`config.mk`:
```
export PLATFORM = sky130hd
export DESIGN_NAME = issx_exec
export DESIGN_NICKNAME = d
export VERILOG_FILES = /design/src/design/issx_pkg.sv /design/src/design/issx_exec.sv /design/src/design/issx_decode.sv /design/src/design/issx_shifter.sv
export SDC_FILE = /design/constraint.sdc
export NUM_CORES = 1
export LEC_CHECK = 0
export ABC_AREA = 0
export BUFFER_PORTS_ARGS = -buffer_cell sky130_fd_sc_hd__buf_2
export CAP_MARGIN = 20
export CORE_ASPECT_RATIO = 1.4
export CORE_UTILIZATION = 45
export DETAILED_ROUTE_END_ITERATION = 10
export GPL_TIMING_DRIVEN = 0
export PLACE_DENSITY = 0.72
export SLEW_MARGIN = 20
export SYNTH_ARGS = -nofsm -noshare
export SYNTH_HDL_FRONTEND = slang
export SYNTH_SLANG_ARGS = --single-unit
```
`constraint.sdc`:
```
create_clock -name ref_clk_i -period 4.1 [get_ports ref_clk_i]
set_clock_uncertainty 0.1 [all_clocks]
set_input_delay 0.615 -clock ref_clk_i [delete_from_list [all_inputs] [get_ports ref_clk_i]]
set_output_delay 0.615 -clock ref_clk_i [all_outputs]
set_load 0.05 [all_outputs]
```
`src/design/issx_pkg.sv`:
```
// Purpose: Shared constants and types for the shift/sub/store/sys/xor executor
// Assumes: 32-bit instruction words, core clock 25 MHz
// Notes:   Summary of operation below
// Summary of operation
// (RL1) Register right shift: 0x38, sub 0x1, nibble 0x8
// (RL2) Shift by source two, zero fill
// (RL3) Immediate right shift: 0x2e, sub 0x1, six-bit count
// (RL4) 32-bit builds ignore immediate count bit five
// (RL5) Subtract: 0x38, sub 0x0, nibble 0x2
// (RL6) Subtract sets borrow and signed wrap flags
// (RL7) Range exception gated by trap enables
// (RL8) Store word: base plus split offset, 32 bits
// (RL9) Stores may raise memory faults
// (RL10) Atomic store writes only if reservation intact
// (RL11) Translated address compared when translation on
// (RL12) 0x2000 upper half: system call exception
// (RL13) System call returns to following instruction
// (RL14) 0x2100 upper half: trap, immediate selects bit
// (RL15) Register xor: 0x38, sub 0x0, nibble 0x5
// (RL16) Immediate xor, sign-extended sixteen-bit immediate
// (RL17) Width parameter; stores still write 32 bits
// (RL18) Zero shift count passes source unchanged
package issx_pkg;
	// ============================================================
	// Opcode fields
	localparam logic [5:0]  OPC_ALU     = 6'h38;
	localparam logic [5:0]  OPC_SHI     = 6'h2E;
	localparam logic [5:0]  OPC_SW      = 6'h35;
	localparam logic [5:0]  OPC_SWA     = 6'h33;
	localparam logic [5:0]  OPC_XORI    = 6'h2B;
	localparam logic [15:0] OPC_SYS     = 16'h2000;
	localparam logic [15:0] OPC_TRAP    = 16'h2100;
	localparam logic [3:0]  SUB_SRL     = 4'h1;
	localparam logic [3:0]  LOW_SHIFT   = 4'h8;
	localparam logic [1:0]  SUB_SRLI    = 2'h1;
	localparam logic [1:0]  SUB_ARITH   = 2'h0;
	localparam logic [3:0]  LOW_SUB     = 4'h2;
	localparam logic [3:0]  LOW_XOR     = 4'h5;
	localparam int          INSN_W      = 32;
	localparam int          STORE_W     = 32;
	localparam logic        FLAG_RST    = 1'h0;

	// ============================================================
	// Operation and exception codes
	typedef enum logic [3:0] {
		OP_NONE = 4'h0, OP_SRL = 4'h1, OP_SRLI = 4'h2, OP_SUB = 4'h3,
		OP_SW = 4'h4, OP_SWA = 4'h5, OP_SYS = 4'h6, OP_TRAP = 4'h7,
		OP_XOR = 4'h8, OP_XORI = 4'h9
	} issx_op_t;

	typedef enum logic [2:0] {
		EXC_NONE = 3'h0, EXC_RANGE = 3'h1, EXC_SYSCALL = 3'h2, EXC_TRAP = 3'h3,
		EXC_TLB = 3'h4, EXC_PAGE = 3'h5, EXC_BUS = 3'h6, EXC_ALIGN = 3'h7
	} issx_exc_t;

	typedef struct packed {
		logic             valid;
		issx_exc_t        code;
		logic [15:0]      imm;
	} issx_exc_req_t;

	typedef struct packed {
		logic tlb_miss;
		logic page_fault;
		logic bus_error;
	} issx_mem_fault_t;
endpackage

```
`src/design/issx_exec.sv`:
```
// Purpose: Decode and execute for shift, subtract, store, sys, trap, xor
// Assumes: One instruction per issue pulse
// Notes:   Results and requests are registered one cycle after issue
`timescale 1ns/1ps
module issx_exec
	import issx_pkg::*;
#(
	parameter int XLEN = 32
) (
	// Clock and reset
	input  wire logic              ref_clk_i,
	input  wire logic              srst_i,
	// Issue from the pipeline
	input  wire logic              issue_i,
	input  wire logic [31:0]       insn_i,
	input  wire logic [XLEN-1:0]   src_a_i,
	input  wire logic [XLEN-1:0]   src_b_i,
	input  wire logic [XLEN-1:0]   pc_i,
	// Status and control bits
	input  wire logic              range_trap_enable_i,
	input  wire logic              signed_wrap_trap_en_i,
	input  wire logic              borrow_trap_en_i,
	input  wire logic              translation_on_i,
	input  wire logic [XLEN-1:0]   supervision_reg_i,
	// Reservation and translation
	input  wire logic              resv_valid_i,
	input  wire logic [XLEN-1:0]   resv_addr_i,
	input  wire logic [XLEN-1:0]   phys_addr_i,
	input  wire issx_mem_fault_t   mem_fault_i,
	// Register write-back
	output logic                   wb_valid_o,
	output logic [4:0]             wb_dest_o,
	output logic [XLEN-1:0]        wb_data_o,
	// Flags
	output logic                   unsigned_borrow_bit_o,
	output logic                   signed_wrap_bit_o,
	output logic                   comparison_result_bit_o,
	output logic                   flag_we_o,
	// Data memory
	output logic                   store_req_o,
	output logic [XLEN-1:0]        effective_address_o,
	output logic [STORE_W-1:0]     store_data_o,
	// Exceptions
	output issx_exc_req_t          exc_o,
	output logic [XLEN-1:0]        exc_return_pc_o,
	output logic                   trap_bit_hit_o
);
	// ============================================================
	// Decode
	issx_op_t          op;
	logic [XLEN-1:0]   shift_res;
	logic [5:0]        shift_amt;
	logic [XLEN-1:0]   imm16_sx;
	logic [XLEN-1:0]   split_sx;
	logic [XLEN-1:0]   ea_next;
	logic [XLEN:0]     diff;
	logic              borrow_next;
	logic              wrap_next;
	logic [XLEN-1:0]   cmp_addr;
	logic              atomic_ok;

	// ============================================================
	// Operation classes, shared by write-back, flags and checks
	function automatic logic writes_reg(input issx_op_t o);
		return (o == OP_SRL) || (o == OP_SRLI) || (o == OP_SUB) ||
		       (o == OP_XOR) || (o == OP_XORI);
	endfunction

	function automatic logic sets_flag(input issx_op_t o);
		return (o == OP_SUB) || (o == OP_SWA);
	endfunction

	function automatic logic is_store(input issx_op_t o);
		return (o == OP_SW) || (o == OP_SWA);
	endfunction

	issx_decode u_dec (
		.insn_i (insn_i),
		.op_o   (op)
	);

	// Immediate form takes its count from the word, register form from source two
	assign shift_amt = (op == OP_SRLI) ? insn_i[5:0] : src_b_i[5:0]; // [RL2] [RL3]

	issx_shifter #(.XLEN(XLEN)) u_shf (
		.src_i (src_a_i),
		.amt_i (shift_amt),
		.res_o (shift_res)
	);

	// ============================================================
	// Arithmetic and address
	assign imm16_sx    = XLEN'($signed(insn_i[15:0]));                    // [RL16]
	assign split_sx    = XLEN'($signed({insn_i[25:21], insn_i[10:0]}));  // [RL8]
	assign ea_next     = src_a_i + split_sx;                               // [RL8]
	assign diff        = {1'b0, src_a_i} - {1'b0, src_b_i};
	assign borrow_next = diff[XLEN];                                       // [RL6]
	assign wrap_next   = (src_a_i[XLEN-1] != src_b_i[XLEN-1]) &&
	                     (diff[XLEN-1] != src_a_i[XLEN-1]);                // [RL6]
	// Physical compare when translation is on; caller supplies the translation
	assign cmp_addr    = translation_on_i ? phys_addr_i : ea_next;         // [RL11]
	assign atomic_ok   = resv_valid_i && (resv_addr_i == cmp_addr);        // [RL10]

	// ============================================================
	// Write-back
	always_ff @(posedge ref_clk_i) begin
		if (srst_i) begin
			wb_valid_o <= 1'b0;
			wb_dest_o  <= 5'h00;
			wb_data_o  <= '0;
		end else begin
			wb_valid_o <= issue_i && writes_reg(op);
			wb_dest_o  <= insn_i[25:21];
			case (op)
				OP_SRL, OP_SRLI: wb_data_o <= shift_res;            // [RL2] [RL18]
				OP_SUB:          wb_data_o <= diff[XLEN-1:0];       // [RL5]
				OP_XOR:          wb_data_o <= src_a_i ^ src_b_i;    // [RL15] [RL17]
				OP_XORI:         wb_data_o <= src_a_i ^ imm16_sx;   // [RL16]
				default:         wb_data_o <= '0;
			endcase
		end
	end

	// ============================================================
	// Flags
	always_ff @(posedge ref_clk_i) begin
		if (srst_i) begin
			unsigned_borrow_bit_o   <= FLAG_RST;
			signed_wrap_bit_o       <= FLAG_RST;
			comparison_result_bit_o <= FLAG_RST;
			flag_we_o               <= 1'b0;
		end else begin
			flag_we_o <= issue_i && sets_flag(op);
			// Flags are levels; only their own instruction may move them
			if (issue_i && op == OP_SUB) begin
				unsigned_borrow_bit_o <= borrow_next; // [RL6]
				signed_wrap_bit_o     <= wrap_next;   // [RL6]
			end
			if (issue_i && op == OP_SWA) begin
				comparison_result_bit_o <= atomic_ok; // [RL10]
			end
		end
	end

	// ============================================================
	// Store port
	logic mem_fault_any;
	logic misaligned;
	assign mem_fault_any = mem_fault_i.tlb_miss | mem_fault_i.page_fault | mem_fault_i.bus_error;
	// Word stores need a word-aligned address; no split access is attempted
	assign misaligned    = ea_next[1:0] != 2'h0;

	always_ff @(posedge ref_clk_i) begin
		if (srst_i) begin
			store_req_o         <= 1'b0;
			effective_address_o <= '0;
			store_data_o        <= '0;
		end else begin
			// Faulting stores never reach memory
			store_req_o <= issue_i && !mem_fault_any && !misaligned &&
			               (op == OP_SW || (op == OP_SWA && atomic_ok)); // [RL8] [RL10]
			effective_address_o <= ea_next;                              // [RL8]
			store_data_o        <= src_b_i[STORE_W-1:0];                 // [RL8] [RL17]
		end
	end

	// ============================================================
	// Exceptions, fixed priority: memory faults, then misalignment
	always_ff @(posedge ref_clk_i) begin
		if (srst_i) begin
			exc_o           <= '{valid: 1'b0, code: EXC_NONE, imm: 16'h0000};
			exc_return_pc_o <= '0;
			trap_bit_hit_o  <= 1'b0;
		end else begin
			exc_o           <= '{valid: 1'b0, code: EXC_NONE, imm: insn_i[15:0]};
			exc_return_pc_o <= pc_i;
			trap_bit_hit_o  <= 1'b0;
			if (issue_i) begin
				case (op)
					OP_SW, OP_SWA: begin
						if (mem_fault_i.tlb_miss) begin
							exc_o.valid <= 1'b1;
							exc_o.code  <= EXC_TLB;   // [RL9]
						end else if (mem_fault_i.page_fault) begin
							exc_o.valid <= 1'b1;
							exc_o.code  <= EXC_PAGE;  // [RL9]
						end else if (mem_fault_i.bus_error) begin
							exc_o.valid <= 1'b1;
							exc_o.code  <= EXC_BUS;   // [RL9]
						end else if (misaligned) begin
							exc_o.valid <= 1'b1;
							exc_o.code  <= EXC_ALIGN; // [RL9]
						end
					end
					OP_SUB: begin
						if (range_trap_enable_i && ((wrap_next && signed_wrap_trap_en_i) ||
						    (borrow_next && borrow_trap_en_i))) begin
							exc_o.valid <= 1'b1;
							exc_o.code  <= EXC_RANGE; // [RL7]
						end
					end
					OP_SYS: begin
						exc_o.valid     <= 1'b1;
						exc_o.code      <= EXC_SYSCALL;                      // [RL12]
						exc_return_pc_o <= pc_i + XLEN'(4);                  // [RL13]
					end
					OP_TRAP: begin
						exc_o.valid    <= 1'b1;
						exc_o.code     <= EXC_TRAP;                          // [RL14]
						trap_bit_hit_o <= supervision_reg_i[insn_i[$clog2(XLEN)-1:0]]; // [RL14]
					end
					default: ;
				endcase
			end
		end
	end

	// ============================================================
	// Checks on results
	AST_SUB_RESULT: assert property (@(posedge ref_clk_i) disable iff (srst_i) // [RL5]
		issue_i && op == OP_SUB |=> wb_valid_o && wb_data_o == $past(src_a_i) - $past(src_b_i))
		else $error("subtract result wrong");
	AST_SRL_RESULT: assert property (@(posedge ref_clk_i) disable iff (srst_i) // [RL18]
		issue_i && op == OP_SRL && src_b_i[4:0] == 5'h00 && XLEN == 32 |=> wb_data_o == $past(src_a_i))
		else $error("zero shift changed value");
	AST_SRL_FILL: assert property (@(posedge ref_clk_i) disable iff (srst_i) // [RL2]
		issue_i && op == OP_SRL && src_b_i[4:0] != 5'h00 |=> !wb_data_o[XLEN-1])
		else $error("register shift did not zero fill");
	AST_SRLI_FILL: assert property (@(posedge ref_clk_i) disable iff (srst_i) // [RL3]
		issue_i && op == OP_SRLI && insn_i[4:0] != 5'h00 |=> !wb_data_o[XLEN-1])
		else $error("immediate shift did not zero fill");
	AST_SRLI_ZERO: assert property (@(posedge ref_clk_i) disable iff (srst_i) // [RL18]
		issue_i && op == OP_SRLI && insn_i[4:0] == 5'h00 && XLEN == 32 |=> wb_data_o == $past(src_a_i))
		else $error("zero immediate shift changed value");
	AST_XOR: assert property (@(posedge ref_clk_i) disable iff (srst_i) // [RL15]
		issue_i && op == OP_XOR |=> wb_valid_o && wb_data_o == ($past(src_a_i) ^ $past(src_b_i)))
		else $error("xor result wrong");
	AST_XORI: assert property (@(posedge ref_clk_i) disable iff (srst_i) // [RL16]
		issue_i && op == OP_XORI |=> wb_data_o == ($past(src_a_i) ^ XLEN'($signed($past(insn_i[15:0])))))
		else $error("xor immediate wrong");
	AST_WB_DEST: assert property (@(posedge ref_clk_i) disable iff (srst_i) // [RL5]
		issue_i && writes_reg(op) |=> wb_valid_o && wb_dest_o == $past(insn_i[25:21]))
		else $error("destination register wrong");

	// ============================================================
	// Checks on flags
	AST_BORROW: assert property (@(posedge ref_clk_i) disable iff (srst_i) // [RL6]
		issue_i && op == OP_SUB |=> unsigned_borrow_bit_o == ($past(src_a_i) < $past(src_b_i)))
		else $error("borrow flag wrong");
	AST_WRAP: assert property (@(posedge ref_clk_i) disable iff (srst_i) // [RL6]
		issue_i && op == OP_SUB |=> signed_wrap_bit_o ==
		(wb_data_o[XLEN-1] != ($signed($past(src_a_i)) < $signed($past(src_b_i)))))
		else $error("signed wrap flag wrong");
	AST_FLAG_HOLD: assert property (@(posedge ref_clk_i) disable iff (srst_i) // [RL6]
		!(issue_i && op == OP_SUB) |=> $stable(unsigned_borrow_bit_o) && $stable(signed_wrap_bit_o))
		else $error("flags moved without a subtract");
	AST_CMP_HOLD: assert property (@(posedge ref_clk_i) disable iff (srst_i) // [RL10]
		!(issue_i && op == OP_SWA) |=> $stable(comparison_result_bit_o))
		else $error("compare flag moved without an atomic store");
	AST_RANGE: assert property (@(posedge ref_clk_i) disable iff (srst_i) // [RL7]
		issue_i && op == OP_SUB && !range_trap_enable_i |=> exc_o.code != EXC_RANGE)
		else $error("range exception without enable");
	AST_RANGE_FIRE: assert property (@(posedge ref_clk_i) disable iff (srst_i) // [RL7]
		issue_i && op == OP_SUB && range_trap_enable_i && borrow_trap_en_i && src_a_i < src_b_i
		|=> exc_o.valid && exc_o.code == EXC_RANGE)
		else $error("range exception on borrow missing");
	AST_RANGE_WRAP: assert property (@(posedge ref_clk_i) disable iff (srst_i) // [RL7]
		issue_i && op == OP_SUB && range_trap_enable_i && signed_wrap_trap_en_i ##1 signed_wrap_bit_o
		|-> exc_o.valid && exc_o.code == EXC_RANGE)
		else $error("range exception on signed wrap missing");

	// ============================================================
	// Checks on stores and exceptions
	AST_SWA_GATE: assert property (@(posedge ref_clk_i) disable iff (srst_i) // [RL10]
		issue_i && op == OP_SWA && !atomic_ok |=> !store_req_o && !comparison_result_bit_o)
		else $error("atomic store without reservation");
	AST_SWA_OK: assert property (@(posedge ref_clk_i) disable iff (srst_i) // [RL10]
		issue_i && op == OP_SWA && atomic_ok && !mem_fault_any && ea_next[1:0] == 2'h0
		|=> store_req_o && comparison_result_bit_o)
		else $error("atomic store with reservation not done");
	AST_SW_DATA: assert property (@(posedge ref_clk_i) disable iff (srst_i) // [RL8]
		store_req_o |-> store_data_o == $past(src_b_i[31:0]))
		else $error("store data wrong");
	AST_SW_REQ: assert property (@(posedge ref_clk_i) disable iff (srst_i) // [RL8]
		issue_i && op == OP_SW && !mem_fault_any && ea_next[1:0] == 2'h0
		|=> store_req_o && !exc_o.valid)
		else $error("clean store not requested");
	AST_STORE_NO_WB: assert property (@(posedge ref_clk_i) disable iff (srst_i) // [RL8]
		issue_i && is_store(op) |=> !wb_valid_o)
		else $error("store wrote a register");
	AST_FAULT_NO_STORE: assert property (@(posedge ref_clk_i) disable iff (srst_i) // [RL9]
		issue_i && is_store(op) &&
		(mem_fault_i.tlb_miss || mem_fault_i.page_fault || mem_fault_i.bus_error)
		|=> exc_o.valid && !store_req_o)
		else $error("faulting store reached memory");
	AST_FAULT_TLB: assert property (@(posedge ref_clk_i) disable iff (srst_i) // [RL9]
		issue_i && is_store(op) && mem_fault_i.tlb_miss |=> exc_o.code == EXC_TLB)
		else $error("translation miss not reported first");
	AST_ALIGN: assert property (@(posedge ref_clk_i) disable iff (srst_i) // [RL9]
		issue_i && op == OP_SW && !mem_fault_any && ea_next[1:0] != 2'h0
		|=> exc_o.valid && exc_o.code == EXC_ALIGN && !store_req_o)
		else $error("misaligned store not refused");
	AST_SYS_RET: assert property (@(posedge ref_clk_i) disable iff (srst_i) // [RL13]
		issue_i && op == OP_SYS |=> exc_o.valid && exc_o.code == EXC_SYSCALL &&
		exc_return_pc_o == $past(pc_i) + XLEN'(4))
		else $error("system call return point wrong");
	AST_EXC_IMM: assert property (@(posedge ref_clk_i) disable iff (srst_i) // [RL12]
		issue_i && (op == OP_SYS || op == OP_TRAP) |=> exc_o.imm == $past(insn_i[15:0]) &&
		!wb_valid_o && !store_req_o)
		else $error("service code lost or side effect seen");
	AST_TRAP: assert property (@(posedge ref_clk_i) disable iff (srst_i) // [RL14]
		issue_i && insn_i[31:16] == OPC_TRAP |=> exc_o.valid && exc_o.code == EXC_TRAP)
		else $error("trap not raised");
endmodule // issx_exec

```
`src/design/issx_decode.sv`:
```
// Purpose: Instruction word to operation code
// Assumes: Purely combinational
// Notes:   Unknown words decode as no operation
`timescale 1ns/1ps
module issx_decode
	import issx_pkg::*;
(
	// Instruction
	input  wire logic [31:0] insn_i,
	// Decoded
	output issx_op_t         op_o
);
	always_comb begin
		op_o = OP_NONE;
		if (insn_i[31:16] == OPC_SYS) begin
			op_o = OP_SYS; // [RL12]
		end else if (insn_i[31:16] == OPC_TRAP) begin
			op_o = OP_TRAP; // [RL14]
		end else if (insn_i[31:26] == OPC_ALU && insn_i[9:6] == SUB_SRL && insn_i[3:0] == LOW_SHIFT) begin
			op_o = OP_SRL; // [RL1]
		end else if (insn_i[31:26] == OPC_ALU && insn_i[9:8] == SUB_ARITH && insn_i[3:0] == LOW_SUB) begin
			op_o = OP_SUB; // [RL5]
		end else if (insn_i[31:26] == OPC_ALU && insn_i[9:8] == SUB_ARITH && insn_i[3:0] == LOW_XOR) begin
			op_o = OP_XOR; // [RL15]
		end else if (insn_i[31:26] == OPC_SHI && insn_i[7:6] == SUB_SRLI) begin
			op_o = OP_SRLI; // [RL3]
		end else if (insn_i[31:26] == OPC_SW) begin
			op_o = OP_SW; // [RL8]
		end else if (insn_i[31:26] == OPC_SWA) begin
			op_o = OP_SWA; // [RL10]
		end else if (insn_i[31:26] == OPC_XORI) begin
			op_o = OP_XORI; // [RL16]
		end
	end
endmodule // issx_decode

```
`src/design/issx_shifter.sv`:
```
// Purpose: Logical right shifter, zero fill
// Assumes: XLEN of 32 or 64
// Notes:   Count bit five dropped in 32-bit builds
`timescale 1ns/1ps
module issx_shifter
	import issx_pkg::*;
#(
	parameter int XLEN = 32
) (
	// Operands
	input  wire logic [XLEN-1:0] src_i,
	input  wire logic [5:0]      amt_i,
	// Result
	output logic      [XLEN-1:0] res_o
);
	localparam int SH_W = (XLEN == 64) ? 6 : 5;
	logic [SH_W-1:0] cnt;
	assign cnt   = amt_i[SH_W-1:0];      // [RL2] [RL4]
	assign res_o = src_i >> cnt;          // [RL2] [RL18]
endmodule // issx_shifter

```
Yosys cells after proc, flatten, opt, wreduce, memory -nomap -nowiden:

Index checks and enable logic that the tools add are counted.

* input port bits: 235
* output and inout port bits: 160
* logic and storage cells: 106
* flip-flop bits (word level): 160

* add/subtract/negate cells: 3
* bitwise gates (word level): 6
* eq/ne operators: 24
* reductions and logical operators: 34
* order comparisons: 1
* shift-type cells: 1
* mux-type cells: 22

Operators with widths (number)
* $pmux 32 s4: 1
* $mux 32: 3
* $xor 32x32->32: 2
* $mux 4: 14
* $sub 32x32->33: 1
* $add 32x3->32 const B: 1
* $add 32x32->32: 1
* $eq 16x14->1 const B: 2
* $eq 32x32->1: 1
* $shr 32x5->32: 1
* $eq 6x6->1 const B: 5
* $eq 4x3->1 const B: 5
* $logic_and 1x1->1: 19
* $pmux 4 s4: 1
* $eq 4x2->1 const B: 3
* $eq 4x4->1 const B: 3
* $eq 4x1->1 const B: 2
* $logic_or 1x1->1: 7
* $lt 5x6->1 const B: 1
* $reduce_or 2->1: 3
* $bmux 1 s5: 1
* $mux 5: 1
* $reduce_or 3->1: 1
* $eq 2x1->1 const B: 1
* 7 further kinds: 11

Depth between registers and ports, before layout:

Gate-level depths: netlist of run 1.

* word-level depth: 16
* gate-level depth with buffers: 14
* depth with buffers taken out: 14

Hierarchy:

Synthesis of run 1 repeated with hierarchy kept, for this count alone.

* cells, all modules: 1542
* area, all modules: 12892.4 um^2

Modules (own cells, without submodules)
* issx_exec: cells each 1298, area an instance 10711.5 um^2, instances 1
* issx_shifter: cells each 215, area an instance 1969.4 um^2, instances 1
* issx_decode: cells each 29, area an instance 211.5 um^2, instances 1

Worst setup path after synthesis of run 1:

OpenSTA, ideal clock, no wires.

* path type: input port to flip-flop
* from: input insn_i[0]
* to: register store_req_o
* stages: 12
* path slack: 0.581 ns
* required time: 3.930 ns
* library setup time: 0.070 ns
* arrival: 3.350 ns
* cells stage by stage: ha_1 -> fa_1 -> a211oi_1 -> o21ai_1 -> a21o_1 -> o211ai_1 -> a21boi_0 -> o31ai_1 -> xor2_1 -> a2111oi_2 -> nand4_1 -> a21oi_1

* cells in the longest elaborated chain, start to end: 11
* elaborated cells between the ends (all ways): 23

RTL lines
* start, declared: line issx_exec.sv:15 `input wire logic [31:0] insn_i,`
* branches (longest 10 deep; another with $add 32x32->32)
* $logic_and 1x1->1 *: line issx_exec.sv:160 `store_req_o <= issue_i && !mem_fault_any && !misaligned &&`
* end signal, assigned: line issx_exec.sv:160
* end, declared: line issx_exec.sv:40 `output logic store_req_o,`

Mark *: on every way between the ends.
A chain may end at the register's enable or synchronous reset.

Final worst setup path of run 1:

Ends and elaborated chain as after synthesis.

==> reports/results.txt, run 1 <==
Status = complete, but fails checks
Failing checks = setup timing
Highest routed layer = met5
Hold buffer count at CTS = 0
Clk slew on worst S/H paths = 0.07 ns
Post-route ant nets = 0
Yosys top cell by area = dfxtp_1
Routed WL = 55,700 µm
Synth cell count leaders = 160 x dfxtp_1, 157 x nor2_1, 115 x a21oi_1
Critical path endpoint category = flip-flop
Count leader, synth = dfxtp_1
Crit path to = store_req_o
Peak supply drop = 311 µV
Maximum clock frequency = 0.243 GHz
CTS Sinks = 160
Crit path launch = insn_i[0]
Die area = 28,700 µm²
Worst Path Max Fanout = 5
Met3 wire len = 3450 µm
Reg2Reg Setup Slack = 3.21 ns
Post-synth EDFFs = 0
Worst r2r src = comparison_result_bit_o
Worst rel slew slack = 25.3%
Root Driver = clkbuf_16
Ys async rst share = 0%
Core Region = 27,600 µm²
Post-synthesis sequential area ratio = 25.4%
Synth Register Bits = 160
Gr ovfl total = 0
Initial core utilization = 45.7%
Number of global-route vias before repair = 13,395
Synthesized area per cell = 8.15 µm²
Cell Area, Synth = 12,600 µm²
Worst Path Required = 4.40 ns
Yosys Warn Count = 0
RR Endpoint = comparison_result_bit_o
Total power = 5.37 mW
Pre-CTS setup slack = -0.763 ns
# DRC = 0
Post-synth net total = 1,849
DPL Wire Length = 46,000 µm
Max_cap viols = 0
Pwr/cell area = 340 nW/µm²
Final setup fails = 1
# port buffers = 393
IO Count = 395
Share of cells above drive strength 1 = 25.9%
Final hold violations = 0
Reg2Reg Depth = 2
CTS tree = built
Setup ws final = -0.0139 ns
Slew @ Worst Pin = 1.09 ns
CP cell instances = buf_2 > ha_1 > fa_1 > a211oi_4 > o21bai_1 > a21oi_1 > xor2_1 > xnor2_1 > nor3_2 > a41oi_1 > a211oi_1 > nand4_1 > a21oi_2
Final Max Slew Viols = 0
Vias/cell = 5.91
Synth top area share = 25.4%
Setup TNS = -0.0139 ns
Die W = 143 µm
P_leak = 7.23 nW
Critical path class = in -> reg
Die height = 200 µm
Num CTS Buffers = 17
Met1 wire length = 20,400 µm
Critical Path Max Stage Delay = 0.46 ns
Max stage delay cell, worst path = fa_1
Cells after Synth = 1,548
P&R area growth vs syn = 25.3%
Synth area leaders = dfxtp_1 25%, mux2i_1 7.5%, ha_1 6.4%
Placer congestion estimate = 1.01
DR WL met2 = 27,900 µm
Fin nets = 2,262
Routed vias = 13,881
H-tree level count = 4
Worst Hold Class = in -> reg
Min Tclk post-route = 4.11 ns
Main synth FF type = dfxtp_1
Unique masters post-synth = 85
FP Rows = 72
DRT Pass-1 Iters = 7
Largest net degree at the start of global routing = 20
Drt wl/cell = 23.7 µm
First-pass GRT wire length = 80,100 µm
Drt initial violations = 984
Antenna violations before repair = 7
Worst endpoint data arrival time = 4.41 ns
Fin crit share = 100%
Skew-Pair Late Insertion Delay = 0.46 ns
GRT Util Overall = 38.5%
Maximum clock path buffer count = 2
Critical Path Source Type = primary input
==> placed cells by master (no fill, tap or decap), drive strengths merged, types with 18 or more instances in the layout <==
cell	synthesis	final
buf	21	416
dfxtp	160	160
nor2	157	157
a21oi	116	116
nand2	103	103
mux2i	94	94
xnor2	81	81
clkbuf	63	80
o21ai	69	69
inv	59	67
xor2	64	64
ha	64	64
nor2b	40	40
a21o	34	34
nor3	30	30
nand3	29	29
nand4	22	22
and3	18	18
==> sequential cells by signal (all words and copies together), names as in the netlist <==
signal                   count
effective_address_o         32
wb_valid_o                   1
store_data_o                32
unsigned_borrow_bit_o        1
exc_o                       20
store_req_o                  1
wb_dest_o                    5
flag_we_o                    1
signed_wrap_bit_o            1
wb_data_o                   32
trap_bit_hit_o               1
comparison_result_bit_o      1
exc_return_pc_o             32
==> layout make-up <==
cell class                 instances  area, µm²
sequential                       160       3200
fill                            2660      11800
antenna                            6       15.0
buffer                            83        353
clock inverter                    14        189
inverter                          60        225
tap                              370        463
clock buffer                      18        439
multi-input combinational       1244       8930
timing repair buffer             395       1980
==> timing repair <==
item | CTS | global route
pin swaps | 1 | 9
buffers inserted | 0 | 2
gates cloned | 0 | 0
setup endpoints to repair | 2 | 2
gates resized for setup | 8 | 11
==> critical path, delay by kind of cell <==
| kind | cells | cell delay (ns) |
|---|---|---|
| XOR/XNOR | 2 | 0.49 |
| AO/OA/AOI/OAI | 6 | 1.59 |
| adder cells (fa/ha/maj) | 2 | 0.73 |
| AND/OR/NAND/NOR | 2 | 0.80 |
| buffers and inverters | 1 | 0.17 |
==> stage by stage <==
| step | instances | hold slack (ns) | util [%] | instance area [µm²] |
|---|---|---|---|---|
| 2_1_floorplan | 1548 | 0.573 | - | 12600 |
| 3_3_place_gp | 2311 | 0.362 | 54.6 | 15000 |
| 3_5_place_dp | 2311 | 0.367 | 54.6 | 15000 |
| 4_1_cts | 2343 | 0.251 | 57.0 | 15700 |
| 5_1_grt | 2349 | 0.270 | 57.3 | 15800 |
| 6_report | 2350 | 0.260 | 57.3 | 15800 |
==> cell families after synthesis <==
kind of cell | synth area share [%]
AOI/OAI and AO/OA | 21.2
xor gates and xnor gates | 10.8
adders and majority gates | 6.67
buffers and inverters | 4.61
DFF | 25.4
muxes | 10.8
and+or+nand+nor | 20.5
==> metal layers <==
layer	GRT usage [%]	vias to the layer above
met1	41.5	6547
met2	69.0	682
met3	5.53	178
met5	0	-
met4	26.9	4
li1	-	6470
==> power by group <==
part / switching [mW] / internal (mW)
Combinational: 1.30 / 0.665
Clock: 0.799 / 0.949
Sequential: 0.0219 / 1.64
==> worst min path at each step <==
stage	from	endpoint	slack [ns]	cells past startpoint
after floorplan	signed_wrap_bit_o	signed_wrap_bit_o	0.57	2
after CTS	pc_i[0]	exc_return_pc_o[0]	0.25	2
final	pc_i[0]	exc_return_pc_o[0]	0.26	2
after global placement	signed_wrap_bit_o	signed_wrap_bit_o	0.36	2
after global routing	pc_i[0]	exc_return_pc_o[0]	0.27	2
after detailed placement	signed_wrap_bit_o	signed_wrap_bit_o	0.37	2
Power figures use the tool's default switching activity.
==> run 2: changes to the inputs <==
Settings changed: PLACE_DENSITY 0.72 to 0.74.
==> run 2 against run 1 <==
  * The flow now finishes without violations
  * Sequential power about the same
  * Sequential cell count did not move
  * Global-route usage is 0.54 points lower
  * First-iteration DRC count grew 6.1%
  * Cell count down 0.13%
  * Worst hold slack got worse by 0.0035 ns
  * Register-to-register slack barely moved
  * Maximum frequency increased by 2.9%
  * Non-clock buffer count stayed put
  * Critical path depth stayed put
  * Final area is 0.49% lower
  * Wire length fell by 2.3%
  * Critical path type unchanged
  * Critical endpoint is now wb_data_o[1]
  * Largest cell class unchanged
==> reports/results.txt, run 2 (synthesis results as in run 1) <==
Die W = 143 µm (unchanged)
Share of cells above drive strength 1 = 26.0% (+0.051 points)
Slew @ Worst Pin = 1.03 ns (-0.0635 ns)
Die height = 200 µm (unchanged)
Fill cells = 2,657 (-0.11%)
Vias/cell = 5.92 (+0.19%)
# DRC = 0 (unchanged)
Commonest non-fill, non-tap cell in the layout = buf_2
Dpl cells = 2,311 (unchanged)
Gr ovfl total = 0 (unchanged)
Hold path endpoint = exc_return_pc_o[0]
First-pass GRT wire length = 79,300 µm (-1.0%)
Drt initial violations = 1,044 (+6.1%)
Post-layout util = 57.0% (-0.28 points)
Hold buffer count at CTS = 0 (unchanged)
Final setup fails = 0 (-1)
Fin crit share = 97.5% (-2.8 points)
Skew-Pair Late Insertion Delay = 0.47 ns (about the same)
Antenna violations before repair = 4 (-3)
P&R area growth vs syn = 24.7%
Post-route ant nets = 0 (unchanged)
FP Rows = 72 (unchanged)
Min Tclk post-route = 4.00 ns (-0.116 ns)
P_leak = 7.21 nW (-0.27%)
Worst Hold Class = in -> reg
DRT Pass-1 Iters = 8 (+1)
Routed vias = 13,890 (+0.065%)
DPL Wire Length = 44,800 µm (-2.5%)
Maximum clock path buffer count = 2 (unchanged)
Peak supply drop = 312 µV (+0.41%)
Maximum clock frequency = 0.250 GHz (+2.9%)
# port buffers = 393 (unchanged)
Status = finished, final reports clean
Drt wl/cell = 23.2 µm (-2.1%)
Die area = 28,700 µm² (unchanged)
Worst endpoint data arrival time = 4.28 ns (-0.13 ns)
Core Region = 27,600 µm² (unchanged)
Most frequent cells in the layout = 407 x buf_2, 160 x dfxtp_1, 157 x nor2_1, 114 x a21oi_1, 103 x nand2_1
Pwr/cell area = 333 nW/µm² (-2.2%)
Area of the multi-input gates = 8900 µm² (-0.32%)
Routed WL = 54,400 µm (-2.3%)
Number of global-route vias before repair = 13,453 (+0.43%)
Critical path endpoint category = flip-flop
CTS Sinks = 160 (unchanged)
Critical Path Source Type = primary input
CTS tree = built
Max_cap viols = 0 (unchanged)
GRT Util Overall = 38.0% (-0.54 points)
Final Max Slew Viols = 0 (unchanged)
IO Count = 395 (unchanged)
H-tree level count = 4 (unchanged)
Hold Crit Start = pc_i[0]
Unrepaired setup endpoints after global routing = yes
Reg2Reg Depth = 2 (unchanged)
Worst Path Max Fanout = 10 (+5)
Critical path class = in -> reg
Worst r2r src = comparison_result_bit_o
Reg2Reg Setup Slack = 3.20 ns (about the same)
Worst rel slew slack = 31.6% (+6.3 points)
RR Endpoint = comparison_result_bit_o
Register area = 3200 µm² (unchanged)
Finished Layout Cells = 2,347 (-0.13%)
Placer congestion estimate = 1.01 (+0.85%)
Clk slew on worst S/H paths = 0.07 ns (about the same)
Largest net degree at the start of global routing = 20 (unchanged)
Fin nets = 2,262 (unchanged)
Root Driver = clkbuf_16
Final hold violations = 0 (unchanged)
Worst Path Required = 4.38 ns (-0.02 ns)
Num CTS Buffers = 17 (unchanged)
Hold path cells = 2 (unchanged)
Initial core utilization = 45.7% (unchanged)
## run 2: how the worst max path moves through the flow
stage	from	endpoint	depth (start not counted)	slack, ns
after floorplan	insn_i[0]	store_req_o	12	0.58
after global placement	insn_i[25]	store_req_o	13	-0.66
after detailed placement	insn_i[25]	store_req_o	13	-0.68
after CTS	insn_i[0]	store_req_o	13	0.01
after global routing	insn_i[25]	store_req_o	13	-0.002
final	insn_i[7]	wb_data_o[1]	13	0.10
## run 2: stage by stage
step	cell area, µm²	hold WS, ns	power, mW	setup slack (ns)	setup TNS (ns)
after floorplan	12600	0.573	2.98	0.581	0
after global placement	15000	0.362	3.59	-0.657	-7.82
after detailed placement	15100	0.368	3.60	-0.678	-3.22
after CTS	15700	0.252	5.20	0.0112	0
after global routing	15700	0.257	5.44	-0.00188	-0.00188
final	15700	0.256	5.23	0.102	0
## run 2: timing repair
action / in CTS / in global routing
pin swaps: 2 / 1
cloned: 0 / 0
gates resized for setup: 3 / 14
setup endpoints to repair: 2 / 3
buffers inserted: 1 / 0
## run 2: worst max-delay path, stage by stage
cell      delay, ns
buf_2          0.15
nand2b_1       0.22
nor3_4         0.52
mux2i_1        0.28
buf_6          0.21
buf_2          0.35
nand2_1        0.11
mux2i_2        0.43
nor2_1         0.07
nor2_1         0.39
o21ai_0        0.39
nand2b_1       0.29
a31oi_1        0.24
## run 2: cell type report
cell class | instances | share of cell area, %
multi-input cells | 1244 | 56.6
flip-flops and latches | 160 | 20.4
repair buffers | 394 | 12.6
well taps | 370 | 2.94
clock buffers | 17 | 2.71
plain buffers | 84 | 2.27
inverters | 60 | 1.43
clock inverters | 15 | 1.05
diodes | 3 | 0.0478
## run 2: routing by layer
layer,part of all wire [%],global-route usage (%),wire (µm)
met5,0.020,0,11
met3,6.6,6.51,3600
met2,50,67.8,27300
met1,36,40.7,19900
met4,6.7,25.5,3670
## run 2: report_power, final
part	internal (mW)	switching (mW)
Clock	0.817	0.797
Combinational	0.663	1.29
Sequential	1.64	0.0218
